### config.mk
export PLATFORM = sky130hd
export DESIGN_NAME = itld_decode
export DESIGN_NICKNAME = d
export VERILOG_FILES = /design/src/rtl/itld_cq_pack.v /design/src/rtl/itld_decode.v
export VERILOG_INCLUDE_DIRS = /design/src /design/src/rtl
export SDC_FILE = /design/constraint.sdc
export NUM_CORES = 1
export LEC_CHECK = 0
export BUFFER_PORTS_ARGS = -buffer_cell sky130_fd_sc_hd__buf_2
export CAP_MARGIN = 0
export CORE_AREA = 4 4 219 221
export DETAILED_ROUTE_END_ITERATION = 8
export DIE_AREA = 0 0 223 225
export PLACE_DENSITY = 0.72
export SLEW_MARGIN = 20
export SYNTH_ARGS = -nofsm -noshare
export SYNTH_HDL_FRONTEND = slang
export SYNTH_SLANG_ARGS = --single-unit
### constraint.sdc
create_clock -name clk_sys -period 5.11 [get_ports clk_sys]
set_input_delay 1.022 -clock clk_sys [delete_from_list [all_inputs] [get_ports clk_sys]]
set_output_delay 1.022 -clock clk_sys [all_outputs]
set_load 0.01 [all_outputs]
### src/rtl/itld_regs.vh
// Purpose: Constants for the isochronous transmit end-command decoder.
// Assumes: Included by the decoder files by its bare name.
// Notes: Byte offsets are Avalon byte addresses of 32-bit registers.
`ifndef ITLD_REGS_VH
`define ITLD_REGS_VH
// ============================================================
// Register offsets
`define ITLD_OFS_CTRL 5'h00
`define ITLD_OFS_STAT 5'h04
`define ITLD_OFS_MASK 5'h08
`define ITLD_OFS_NEXT 5'h0c
`define ITLD_OFS_STATE 5'h10
// ============================================================
// Reset values
`define ITLD_RST_CTRL 1'h0
`define ITLD_RST_MASK 4'h0
// ============================================================
// Status and mask bit positions
`define ITLD_EV_DONE 0
`define ITLD_EV_STOP 1
`define ITLD_EV_MISS 2
`define ITLD_EV_BAD 3
// ============================================================
// Command word fields
`define ITLD_CMD_HI 31
`define ITLD_CMD_LO 28
`define ITLD_S_BIT 27
`define ITLD_KEY_HI 26
`define ITLD_KEY_LO 24
`define ITLD_I_HI 21
`define ITLD_I_LO 20
`define ITLD_B_HI 19
`define ITLD_B_LO 18
`define ITLD_LEN_HI 15
`define ITLD_LEN_LO 0
// ============================================================
// Encodings
`define ITLD_OP_LAST 4'h1
`define ITLD_OP_MARK 4'h8
`define ITLD_KEY_FRAG 3'h0
`define ITLD_KEY_HDR 3'h1
`define ITLD_IRQ_ON 2'h3
`define ITLD_BR_ALWAYS 2'h3
`define ITLD_HDR_LEN 16'h0008
`define ITLD_STEP_STD 6'h10
`define ITLD_STEP_IMM 6'h20
`define ITLD_CNT_STOP 4'h0
`endif

### src/rtl/itld_cq_pack.v
// Purpose: Packs the completion quadlet of an end descriptor.
// Assumes: Inputs are stable registered values.
// Notes: Purely combinational.
`include "itld_regs.vh"
module itld_cq_pack (
  input wire [15:0] status_word,
  input wire [2:0] secs_low,
  input wire [12:0] ticks,
  output wire [31:0] quadlet
);
  // ============================================================
  // Packing
  assign quadlet = {status_word, secs_low, ticks}; // RQ9 RQ10 RQ19
endmodule // itld_cq_pack

### src/rtl/itld_decode.v
// Purpose: Decodes and runs end and marker command descriptors.
// Assumes: A fetcher presents whole descriptors; one clock domain.
// Notes: Registers are reached over Avalon-MM with waitrequest.
//
// Notes on behaviour
// RQ1: Opcode 4'h1 with subtype 3'b000 supplies last data fragment, ends packet.
// RQ2: Status and cycle stamp are written only when status_write_flag is one.
// RQ3: irq_select 2'b11 raises the done interrupt; 2'b00 raises none.
// RQ4: End commands branch to next_block_pointer; software sets branch_select 2'b11.
// RQ5: Data end command fetches byte_length bytes from buffer_pointer.
// RQ6: Next descriptor address is the 28-bit pointer shifted to 16-byte units.
// RQ7: Missed cycle continues at missed_cycle_pointer from block's first descriptor.
// RQ8: Block count zero in an end command stops the context.
// RQ9: completion_status takes bits 15:0 of channel_ctrl_word.
// RQ10: Cycle stamp holds three seconds bits and thirteen tick bits.
// RQ11: Subtype 3'b001 is the header-only end command, byte_length 16'h0008.
// RQ12: Header-only command sends its first two immediate quadlets as header.
// RQ13: Header-only command occupies 32 bytes of descriptor memory.
// RQ14: Software uses header-only end commands only for zero-data packets.
// RQ15: Marker command writes one quadlet to buffer_pointer.
// RQ16: Software places at most one marker, first in its block.
// RQ17: Opcode 4'h8 is decoded as a memory store, not a fragment.
// RQ18: Marker quadlet is the 16-bit value zero-extended, quadlet aligned.
// RQ19: Status upper half, stamp lower half, written as one quadlet store.
//
// Design decisions made here: the register offsets and the Avalon-MM slave port.
`include "itld_regs.vh"
module itld_decode (
  input wire clk_sys,
  input wire rst_n,
  input wire [4:0] avs_address,
  input wire avs_read,
  input wire avs_write,
  input wire [31:0] avs_writedata,
  input wire [3:0] avs_byteenable,
  output reg [31:0] avs_readdata,
  output reg avs_waitrequest,
  output reg irq,
  input wire desc_valid,
  input wire [31:0] desc_addr,
  input wire desc_first,
  input wire [31:0] desc_q0,
  input wire [31:0] desc_q1,
  input wire [31:0] desc_q2,
  input wire [31:0] desc_q3,
  input wire [31:0] desc_imm0,
  input wire [31:0] desc_imm1,
  output reg desc_ready,
  output reg [5:0] desc_step,
  input wire missed_cycle,
  input wire [15:0] channel_ctrl_word,
  input wire [6:0] bus_time_seconds,
  input wire [12:0] bus_time_ticks,
  output reg buf_rd_req,
  output reg [31:0] buf_rd_addr,
  output reg [15:0] buf_rd_len,
  input wire buf_rd_done,
  output reg hdr_valid,
  output reg [31:0] hdr_q0,
  output reg [31:0] hdr_q1,
  output reg pkt_end,
  output reg mem_wr_req,
  output reg [31:0] mem_wr_addr,
  output reg [31:0] mem_wr_data,
  input wire mem_wr_ack,
  output reg next_valid,
  output reg [31:0] next_addr,
  output reg [3:0] next_count,
  output reg ctx_stop,
  output reg tx_done_irq
);
  // ============================================================
  // States
  localparam S_IDLE = 7'b0000001;
  localparam S_DEC = 7'b0000010;
  localparam S_FETCH = 7'b0000100;
  localparam S_HDR = 7'b0001000;
  localparam S_STAT = 7'b0010000;
  localparam S_MARK = 7'b0100000;
  localparam S_NEXT = 7'b1000000;

  // ============================================================
  // Functions
  function [31:0] blk_addr;
    input [31:0] ptr_word;
    begin
      blk_addr = {ptr_word[31:4], 4'h0}; // RQ6 RQ7
    end
  endfunction

  function [31:0] be_merge;
    input [31:0] old_val;
    input [31:0] new_val;
    input [3:0] be;
    integer k;
    begin
      be_merge = old_val;
      for (k = 0; k < 4; k = k + 1) begin
        if (be[k]) begin
          be_merge[k*8 +: 8] = new_val[k*8 +: 8];
        end
      end
    end
  endfunction

  // ============================================================
  // Storage
  reg [6:0] state_ff;
  reg [6:0] nxt_state;
  reg [31:0] q0_ff;
  reg [31:0] q1_ff;
  reg [31:0] q2_ff;
  reg [31:0] addr_ff;
  reg [31:0] skip_ff;
  reg ctrl_run_ff;
  reg [3:0] stat_ff;
  reg [3:0] mask_ff;
  reg [15:0] cstat_ff;
  reg [2:0] csec_ff;
  reg [12:0] ctick_ff;
  reg [3:0] ev;
  wire [31:0] cq_word;
  wire [3:0] op = q0_ff[`ITLD_CMD_HI:`ITLD_CMD_LO];
  wire [2:0] subtype = q0_ff[`ITLD_KEY_HI:`ITLD_KEY_LO];
  wire swf = q0_ff[`ITLD_S_BIT];
  wire [1:0] isel = q0_ff[`ITLD_I_HI:`ITLD_I_LO];
  wire is_end = (op == `ITLD_OP_LAST) &&
    (subtype == `ITLD_KEY_FRAG || subtype == `ITLD_KEY_HDR); // RQ1 RQ11
  wire is_hdr = (subtype == `ITLD_KEY_HDR); // RQ11
  wire is_mark = (op == `ITLD_OP_MARK); // RQ17
  wire bus_acc = (avs_read || avs_write) && avs_waitrequest;
  wire wr_now = avs_write && !avs_waitrequest;
  wire [31:0] mask_wr = be_merge({28'h000_0000, mask_ff},
    avs_writedata, avs_byteenable);
  wire [31:0] stat_clr = be_merge(32'h0000_0000, avs_writedata,
    avs_byteenable);

  itld_cq_pack u_pack (
    .status_word(cstat_ff),
    .secs_low(csec_ff),
    .ticks(ctick_ff),
    .quadlet(cq_word)
  );

  // ============================================================
  // Sequencer
  always @* begin
    nxt_state = state_ff;
    case (state_ff)
      S_IDLE: begin
        if (ctrl_run_ff && missed_cycle) begin
          nxt_state = S_NEXT;
        end else if (ctrl_run_ff && desc_valid) begin
          nxt_state = S_DEC;
        end
      end
      S_DEC: begin
        if (is_mark) begin
          nxt_state = S_MARK;
        end else if (is_end && is_hdr) begin
          nxt_state = S_HDR;
        end else if (is_end) begin
          nxt_state = S_FETCH;
        end else begin
          nxt_state = S_IDLE;
        end
      end
      S_FETCH: begin
        if (buf_rd_done) begin
          nxt_state = swf ? S_STAT : S_NEXT; // RQ2
        end
      end
      S_HDR: begin
        nxt_state = swf ? S_STAT : S_NEXT; // RQ2
      end
      S_STAT: begin
        if (mem_wr_ack) begin
          nxt_state = S_NEXT;
        end
      end
      S_MARK: begin
        if (mem_wr_ack) begin
          nxt_state = S_IDLE;
        end
      end
      S_NEXT: begin
        nxt_state = S_IDLE;
      end
      default: begin
        nxt_state = S_IDLE;
      end
    endcase
  end

  always @(posedge clk_sys) begin
    if (!rst_n) begin
      state_ff <= S_IDLE;
      q0_ff <= 32'h0000_0000;
      q1_ff <= 32'h0000_0000;
      q2_ff <= 32'h0000_0000;
      addr_ff <= 32'h0000_0000;
      skip_ff <= 32'h0000_0000;
      desc_ready <= 1'b0;
      desc_step <= 6'h00;
      buf_rd_req <= 1'b0;
      buf_rd_addr <= 32'h0000_0000;
      buf_rd_len <= 16'h0000;
      hdr_valid <= 1'b0;
      hdr_q0 <= 32'h0000_0000;
      hdr_q1 <= 32'h0000_0000;
      pkt_end <= 1'b0;
      mem_wr_req <= 1'b0;
      mem_wr_addr <= 32'h0000_0000;
      mem_wr_data <= 32'h0000_0000;
      next_valid <= 1'b0;
      next_addr <= 32'h0000_0000;
      next_count <= 4'h0;
      ctx_stop <= 1'b0;
      tx_done_irq <= 1'b0;
      cstat_ff <= 16'h0000;
      csec_ff <= 3'h0;
      ctick_ff <= 13'h000;
      ev <= 4'h0;
    end else begin
      state_ff <= nxt_state;
      desc_ready <= 1'b0;
      hdr_valid <= 1'b0;
      pkt_end <= 1'b0;
      next_valid <= 1'b0;
      ctx_stop <= 1'b0;
      tx_done_irq <= 1'b0;
      ev <= 4'h0;
      case (state_ff)
        S_IDLE: begin
          if (ctrl_run_ff && missed_cycle) begin
            ev[`ITLD_EV_MISS] <= 1'b1;
            q2_ff <= skip_ff; // RQ7
          end else if (ctrl_run_ff && desc_valid) begin
            q0_ff <= desc_q0;
            q1_ff <= desc_q1;
            q2_ff <= desc_q2;
            addr_ff <= desc_addr;
            if (desc_first) begin
              skip_ff <= desc_q2; // RQ7
            end
            desc_ready <= 1'b1;
            if (desc_q0[`ITLD_CMD_HI:`ITLD_CMD_LO] == `ITLD_OP_LAST &&
                desc_q0[`ITLD_KEY_HI:`ITLD_KEY_LO] == `ITLD_KEY_HDR) begin
              desc_step <= `ITLD_STEP_IMM; // RQ13
            end else begin
              desc_step <= `ITLD_STEP_STD;
            end
            hdr_q0 <= desc_imm0; // RQ12
            hdr_q1 <= desc_imm1; // RQ12
          end
        end
        S_DEC: begin
          if (is_mark) begin
            mem_wr_req <= 1'b1;
            mem_wr_addr <= {q1_ff[31:2], 2'b00}; // RQ15 RQ18
            mem_wr_data <= {16'h0000,
              q0_ff[`ITLD_LEN_HI:`ITLD_LEN_LO]}; // RQ18
          end else if (is_end && !is_hdr) begin
            buf_rd_req <= 1'b1; // RQ5
            buf_rd_addr <= q1_ff; // RQ5
            buf_rd_len <= q0_ff[`ITLD_LEN_HI:`ITLD_LEN_LO]; // RQ5
          end else if (!is_end) begin
            ev[`ITLD_EV_BAD] <= 1'b1;
          end
        end
        S_FETCH: begin
          if (buf_rd_done) begin
            buf_rd_req <= 1'b0;
            pkt_end <= 1'b1; // RQ1
            cstat_ff <= channel_ctrl_word; // RQ9
            csec_ff <= bus_time_seconds[2:0]; // RQ10
            ctick_ff <= bus_time_ticks; // RQ10
          end
        end
        S_HDR: begin
          hdr_valid <= 1'b1; // RQ12
          pkt_end <= 1'b1;
          cstat_ff <= channel_ctrl_word; // RQ9
          csec_ff <= bus_time_seconds[2:0]; // RQ10
          ctick_ff <= bus_time_ticks; // RQ10
        end
        S_STAT: begin
          // The pack unit reads the stamp captured one state earlier.
          mem_wr_req <= ~mem_wr_ack; // RQ2
          mem_wr_addr <= addr_ff + 32'h0000_000c; // RQ19
          mem_wr_data <= cq_word; // RQ19
        end
        S_MARK: begin
          if (mem_wr_ack) begin
            mem_wr_req <= 1'b0;
          end
        end
        S_NEXT: begin
          mem_wr_req <= 1'b0;
          next_addr <= blk_addr(q2_ff); // RQ4 RQ6
          next_count <= q2_ff[3:0];
          if (q2_ff[3:0] == `ITLD_CNT_STOP) begin
            ctx_stop <= 1'b1; // RQ8
            ev[`ITLD_EV_STOP] <= 1'b1;
          end else begin
            next_valid <= 1'b1;
          end
          if (is_end && isel == `ITLD_IRQ_ON &&
              !ev[`ITLD_EV_MISS]) begin
            tx_done_irq <= 1'b1; // RQ3
            ev[`ITLD_EV_DONE] <= 1'b1;
          end
        end
        default: begin
          mem_wr_req <= 1'b0;
        end
      endcase
    end
  end

  // ============================================================
  // Register slave
  // A new event wins over a write-one-to-clear in the same cycle.
  always @(posedge clk_sys) begin
    if (!rst_n) begin
      ctrl_run_ff <= `ITLD_RST_CTRL;
      stat_ff <= 4'h0;
      mask_ff <= `ITLD_RST_MASK;
      avs_waitrequest <= 1'b1;
      avs_readdata <= 32'h0000_0000;
      irq <= 1'b0;
    end else begin
      avs_waitrequest <= ~bus_acc;
      if (bus_acc && avs_read) begin
        case (avs_address)
          `ITLD_OFS_CTRL: avs_readdata <= {31'h000_0000, ctrl_run_ff};
          `ITLD_OFS_STAT: avs_readdata <= {28'h000_0000, stat_ff};
          `ITLD_OFS_MASK: avs_readdata <= {28'h000_0000, mask_ff};
          `ITLD_OFS_NEXT: avs_readdata <= next_addr;
          `ITLD_OFS_STATE: avs_readdata <= {25'h00_0000, state_ff};
          default: avs_readdata <= 32'h0000_0000;
        endcase
      end
      if (wr_now && avs_address == `ITLD_OFS_CTRL && avs_byteenable[0]) begin
        ctrl_run_ff <= avs_writedata[0];
      end else if (ev[`ITLD_EV_STOP]) begin
        ctrl_run_ff <= 1'b0; // RQ8
      end
      if (wr_now && avs_address == `ITLD_OFS_MASK) begin
        mask_ff <= mask_wr[3:0];
      end
      if (wr_now && avs_address == `ITLD_OFS_STAT) begin
        stat_ff <= (stat_ff & ~stat_clr[3:0]) | ev;
      end else begin
        stat_ff <= stat_ff | ev;
      end
      irq <= |(stat_ff & mask_ff);
    end
  end
endmodule // itld_decode

==> results of run 1 <==
per-layer routing:
layer	up-vias	wire length, um	global-route usage [%]
li1	8151	-	-
met1	7924	22400	25.7
met2	660	27800	36.7
met3	125	4700	5.85
met4	10	2220	9.01
met5	-	55	0
cell usage after synthesis (8+ instances only):
cell type,number
a22oi_1,24
buf_6,17
nand2_1,726
and3_1,9
nor2_1,106
o21ai_0,17
mux2i_1,9
buf_4,12
nand4_1,11
dfxtp_1,456
a21oi_1,354
buf_2,30
a311oi_1,48
nor4_1,9
xnor2_1,8
clkbuf_1,115
inv_1,16
nand3_1,85
xor2_1,16
nor3_1,18
sequential cells by signal (all words and copies together) (netlist names), 3 cells and up:
signal,flops
csec_ff,3
mem_wr_data,32
buf_rd_addr,32
next_count,4
q1_ff,32
q2_ff,32
skip_ff,32
cstat_ff,16
state_ff,7
avs_readdata,32
ev,3
next_addr,28
ctick_ff,13
q0_ff,26
stat_ff,4
buf_rd_len,16
mask_ff,4
addr_ff,32
mem_wr_addr,32
hdr_q0,32
hdr_q1,32
cell families after synthesis:
group                    after synthesis
XOR/XNOR                              24
flip-flops                           456
multiplexers                           9
adder cells (fa/ha/maj)                1
other                                  1
buffers and inverters                197
AND/OR/NAND/NOR                     1008
AO/OA/AOI/OAI                        501
power breakdown:
| group | total [W] | leakage [nW] | switching (W) | internal, W |
|---|---|---|---|---|
| Sequential | 0.00357 | 3.67 | 0.00000704 | 0.00356 |
| Combinational | 0.000237 | 3.83 | 0.000148 | 0.0000892 |
| Clock | 0.00352 | 0.786 | 0.00143 | 0.00209 |
worst max-delay path, stage by stage (launching register included):
cell	delay, ps
dfxtp_1	620
nor2b_1	360
nand3_1	250
or4_2	900
buf_4	360
nand2_1	140
a21oi_1	70
cell type report:
| type | count | area [um2] |
|---|---|---|
| fillers | 4469 | 24500 |
| flip-flops and latches | 456 | 9130 |
| multi-input cells | 1551 | 7530 |
| repair buffers | 503 | 2590 |
| clock buffers | 70 | 1440 |
| well taps | 607 | 759 |
| clock inverters | 13 | 154 |
| inverters | 16 | 67.6 |
| diodes | 5 | 12.5 |
stage by stage:
step	total power (W)	setup slack [ps]
3_3_place_gp	0.00387	1750
4_1_cts	0.00740	2230
6_report	0.00732	2190
3_5_place_dp	0.00388	1630
5_1_grt	0.00758	2070
2_1_floorplan	0.00376	2620
worst max-delay path by stage:
stage | end | start | cells past startpoint
final | buf_rd_len[9] | state_ff[1] | 6
after global routing | buf_rd_len[5] | state_ff[1] | 6
after CTS | buf_rd_len[9] | state_ff[1] | 6
after detailed placement | skip_ff[30] | missed_cycle | 8
after global placement | skip_ff[18] | missed_cycle | 8
after floorplan | mem_wr_req | missed_cycle | 6
==> metrics.csv, run 1 <==
metric,value,unit
status,"complete, no violations",
Hold Buf Count CTS,0,
Synth Area per Inst,7.98,um2
placed cell count,3133,
Setup-failing EPs final,0,
compound-gate portion of the synthesized area,16.8,%
Finished Cell Area,0.0217,mm2
number of flops mapped to enable cells by yosys,0,
Root Buffer,clkbuf_16,
Synth Area in Adders,0.0713,%
Area growth syn-to-layout,23.6,%
sequential element share of the synthesized area,52.1,%
largest family of logic cells by synthesized area,simple AND/OR/NAND/NOR gates,
post-synthesis simple-gate area fraction,24.0,%
fin util,47.0,%
Layout Skew,18.2,ps
multiplexer area fraction after synthesis,0.514,%
Syn Inst Count,2197,
num rows,79,
Initial Util,38.0,%
clk sink count,456,
Total Routed Length,57.2,mm
Min-Delay Startpoint,ev[2],
Port Buffer Count,488,
Reg-to-Reg End,buf_rd_len[9],
Setup Buffers After CTS,0,
count of cell types in the netlist,66,
initial antenna violation count,10,
Worst EP arrival,3320,ps
post-synthesis xor/xnor area fraction,1.20,%
share of cells above drive strength 1,23.1,%
clock tree buffer depth,3,
"most common cell after layout, fill and taps aside",nand2_1,
Reg-to-Reg Start,state_ff[1],
Core Box Area,0.0462,mm2
Routed Antenna Nets,0,
worst hold margin,445,ps
worst slew pin tran,1120,ps
Clock Latency Late Sink,570,ps
crit path capture type,flop,
DR vias,16870,
worst rel slew slack,25.2,%
"Warnings, synthesis",0,
fmax,342,MHz
cell taking the most area after synthesis,dfxtp_1,
synthesized area,0.0175,mm2
ranking of synthesized cells by area,"dfxtp_1 52%, nand2_1 16%, a21oi_1 10%, clkbuf_1 2.5%, nand3_1 2.4%",
Startpoint Class,flop,
DR DRC count,0,
vias in the first global route,16143,
RSZ-0062 raised after global routing,false,
fin. max-slew vios,0,
width of the die,223,um
Clock Pin Slew Worst Setup and Hold Paths,60,ps
1st-iter DRT viols,1373,
fin nets,2886,
final period utilization,57.1,%
TritonRoute pass-1 iters,5,
peak supply drop,0.000281,V
maxcap violations,0,
Final Hold Fails,0,
Die Area,0.0502,mm2
P_leak,8.28,nW
CTS tree,built,
cts repair resizes,0,
Congestion Overflow GR,0,
first-pass GRT wire length,87.7,mm
Most used DFF post-synth,dfxtp_1,
FF-to-FF setup slack,2190,ps
Chip Height,225,um
Post-DP HPWL,40.2,mm
Routed WL per cell,17.8,um
largest net degree at the start of global routing,176,
setup TNS,0,ps
Final GP Congestion,0.880,
Worst Hold End,ev[0],
#FFs+latches synth,456,
Post-DP Area,0.0201,mm2
Post-synth ARST share,0,%
most frequent cells in the layout,"724 x nand2_1, 488 x buf_2, 456 x dfxtp_1",
final instance count without filler cells,3221,
CTS buffer count,47,
Cell Pwr Density,338,mW/mm2
hold depth,1,
crit-path max FO,33,
GRT Util Overall,21.5,%
critical path class,reg2reg,
worst hold path type,reg2reg,
minimum clock period,2920,ps
vias per inst,5.24,
"Req. time, crit path",5510,ps
path depth of the worst reg2reg path,6,
CTS HTree Levels,2,
IO Pins,570,
top cell type's share of synthesized area,52.1,%
No activity file was read; power rests on OpenSTA's default activity.
==> run 2, diff against run 1 <==
--- a/config.mk
+++ b/config.mk
@@ -11,7 +11,7 @@
 export CORE_AREA = 4 4 219 221
 export DETAILED_ROUTE_END_ITERATION = 8
 export DIE_AREA = 0 0 223 225
-export PLACE_DENSITY = 0.72
+export PLACE_DENSITY = 0.74
 export SLEW_MARGIN = 20
 export SYNTH_ARGS = -nofsm -noshare
 export SYNTH_HDL_FRONTEND = slang
==> constraint.sdc (replaced) <==
create_clock -name clk_sys -period 2.49 [get_ports clk_sys]
set_input_delay 0.498 -clock clk_sys [delete_from_list [all_inputs] [get_ports clk_sys]]
set_output_delay 0.498 -clock clk_sys [all_outputs]
set_load 0.01 [all_outputs]
==> metrics.csv, run 2 (same netlist as run 1, synthesis figures left out) <==
metric,value,unit
Die Area,0.0502,mm2
maxcap violations,0,
GRT Util Overall,22.1,%
DR DRC count,0,
Startpoint Class,flop,
crit path capture type,flop,
largest net degree at the start of global routing,117,
Reg-to-Reg Start,state_ff[2],
Chip Height,225,um
Setup Buffers After CTS,0,
1st-iter DRT viols,1486,
Routed Antenna Nets,0,
fin nets,2930,
worst slew pin tran,872,ps
Post-DP HPWL,42.4,mm
combinational cell fraction of total power,3.5,%
CTS tree,built,
cts repair resizes,0,
clock power share,48.4,%
Critical path origin,state_ff[2],
minimum clock period,2360,ps
Core Box Area,0.0462,mm2
Port Buffer Count,488,
vias in the first global route,16423,
initial antenna violation count,6,
setup TNS,0,ps
final period utilization,94.6,%
RSZ-0062 raised after global routing,false,
Cell Pwr Density,685,mW/mm2
"Req. time, crit path",2930,ps
Clock Latency Late Sink,570,ps
share of cells above drive strength 1,24.2,%
vias per inst,5.29,
Flop pwr share,48.1,%
Total Routed Length,58.8,mm
total power,0.0152,W
sw frac,21.3,%
Switch Pwr,0.00325,W
CTS buffer count,47,
Area growth syn-to-layout,26.6,%
Initial Util,38.0,%
peak supply drop,0.000793,V
worst hold path type,in2reg,
crit-path max FO,65,
most frequent cells in the layout,"726 x nand2_1, 488 x buf_2, 456 x dfxtp_1",
Min-Delay Startpoint,desc_imm1[10],
Clock Pin Slew Worst Setup and Hold Paths,60,ps
Reg-to-Reg End,q1_ff[6],
end of the critical path,q1_ff[6],
Congestion Overflow GR,0,
TritonRoute pass-1 iters,5,
"most common cell after layout, fill and taps aside",nand2_1,
Routed WL per cell,18.0,um
status,"complete, no violations",
num rows,79,
CTS HTree Levels,2,
FF-to-FF setup slack,130,ps
Hold Buf Count CTS,0,
IO Pins,570,
DR vias,17256,
path depth of the worst reg2reg path,6,
Fillers,4459,
Root Buffer,clkbuf_16,
Worst EP arrival,2790,ps
Final Hold Fails,0,
Setup-failing EPs final,0,
clock tree buffer depth,3,
worst hold margin,163,ps
first-pass GRT wire length,90.3,mm
critical path class,reg2reg,
fmax,424,MHz
internal power,0.0120,W
fin. max-slew vios,0,
width of the die,223,um
worst rel slew slack,41.3,%
Final GP Congestion,0.899,
Layout Skew,10.9,ps
P_leak,8.55,nW
clk sink count,456,
-- run 2: layout make-up --
class / count / area (um2) / area share (%)
antenna: 3 / 7.51 / 0.0338
clock buffer: 68 / 1380 / 6.20
clock inverter: 16 / 239 / 1.08
inverter: 16 / 67.6 / 0.304
multi-input combinational: 1551 / 7530 / 33.9
sequential: 456 / 9130 / 41.1
tap: 607 / 759 / 3.42
timing repair buffer: 547 / 3100 / 14.0
-- run 2: worst max-delay path: stages (launching register included) --
cell	delay [ps]
dfxtp_1	400
or2_1	350
or3_1	520
or2_4	320
buf_4	320
nand2_1	180
a21oi_1	80
-- run 2: layer usage --
metal / up-vias / wire length [um] / GRT usage (%)
met5: - / 7 / 0
met4: 2 / 2150 / 8.57
met3: 123 / 4330 / 4.57
met2: 714 / 28900 / 38.4
met1: 8180 / 23400 / 27.0
li1: 8237 / - / -
-- run 2: stage by stage --
stage	instance area (um2)	utilization (%)	setup slack (ps)	std cells
5_1_grt	22200	48.1	44.3	3264
3_5_place_dp	20600	44.6	197	3177
2_1_floorplan	17600	-	424	2204
6_report	22200	48.1	134	3264
3_3_place_gp	20600	44.6	229	3177
4_1_cts	22200	48.1	152	3261
-- run 2: worst min path at each step --
stage	slack, ps	endpoint	cells after the start
2_1_floorplan	400	ev[0]	1
3_3_place_gp	420	avs_waitrequest	1
6_report	160	hdr_q1[10]	3
4_1_cts	120	hdr_q1[10]	3
5_1_grt	140	hdr_q0[4]	3
3_5_place_dp	430	stat_ff[3]	2
-- run 2: power groups by stage --
stage               sequential (W)  combinational (W)  clock, W
CTS                        0.00731           0.000528   0.00753
global placement           0.00747           0.000516         0
floorplan                  0.00748           0.000230         0
global route               0.00731           0.000578   0.00781
finish                     0.00731           0.000532   0.00737
detailed placement         0.00747           0.000525         0
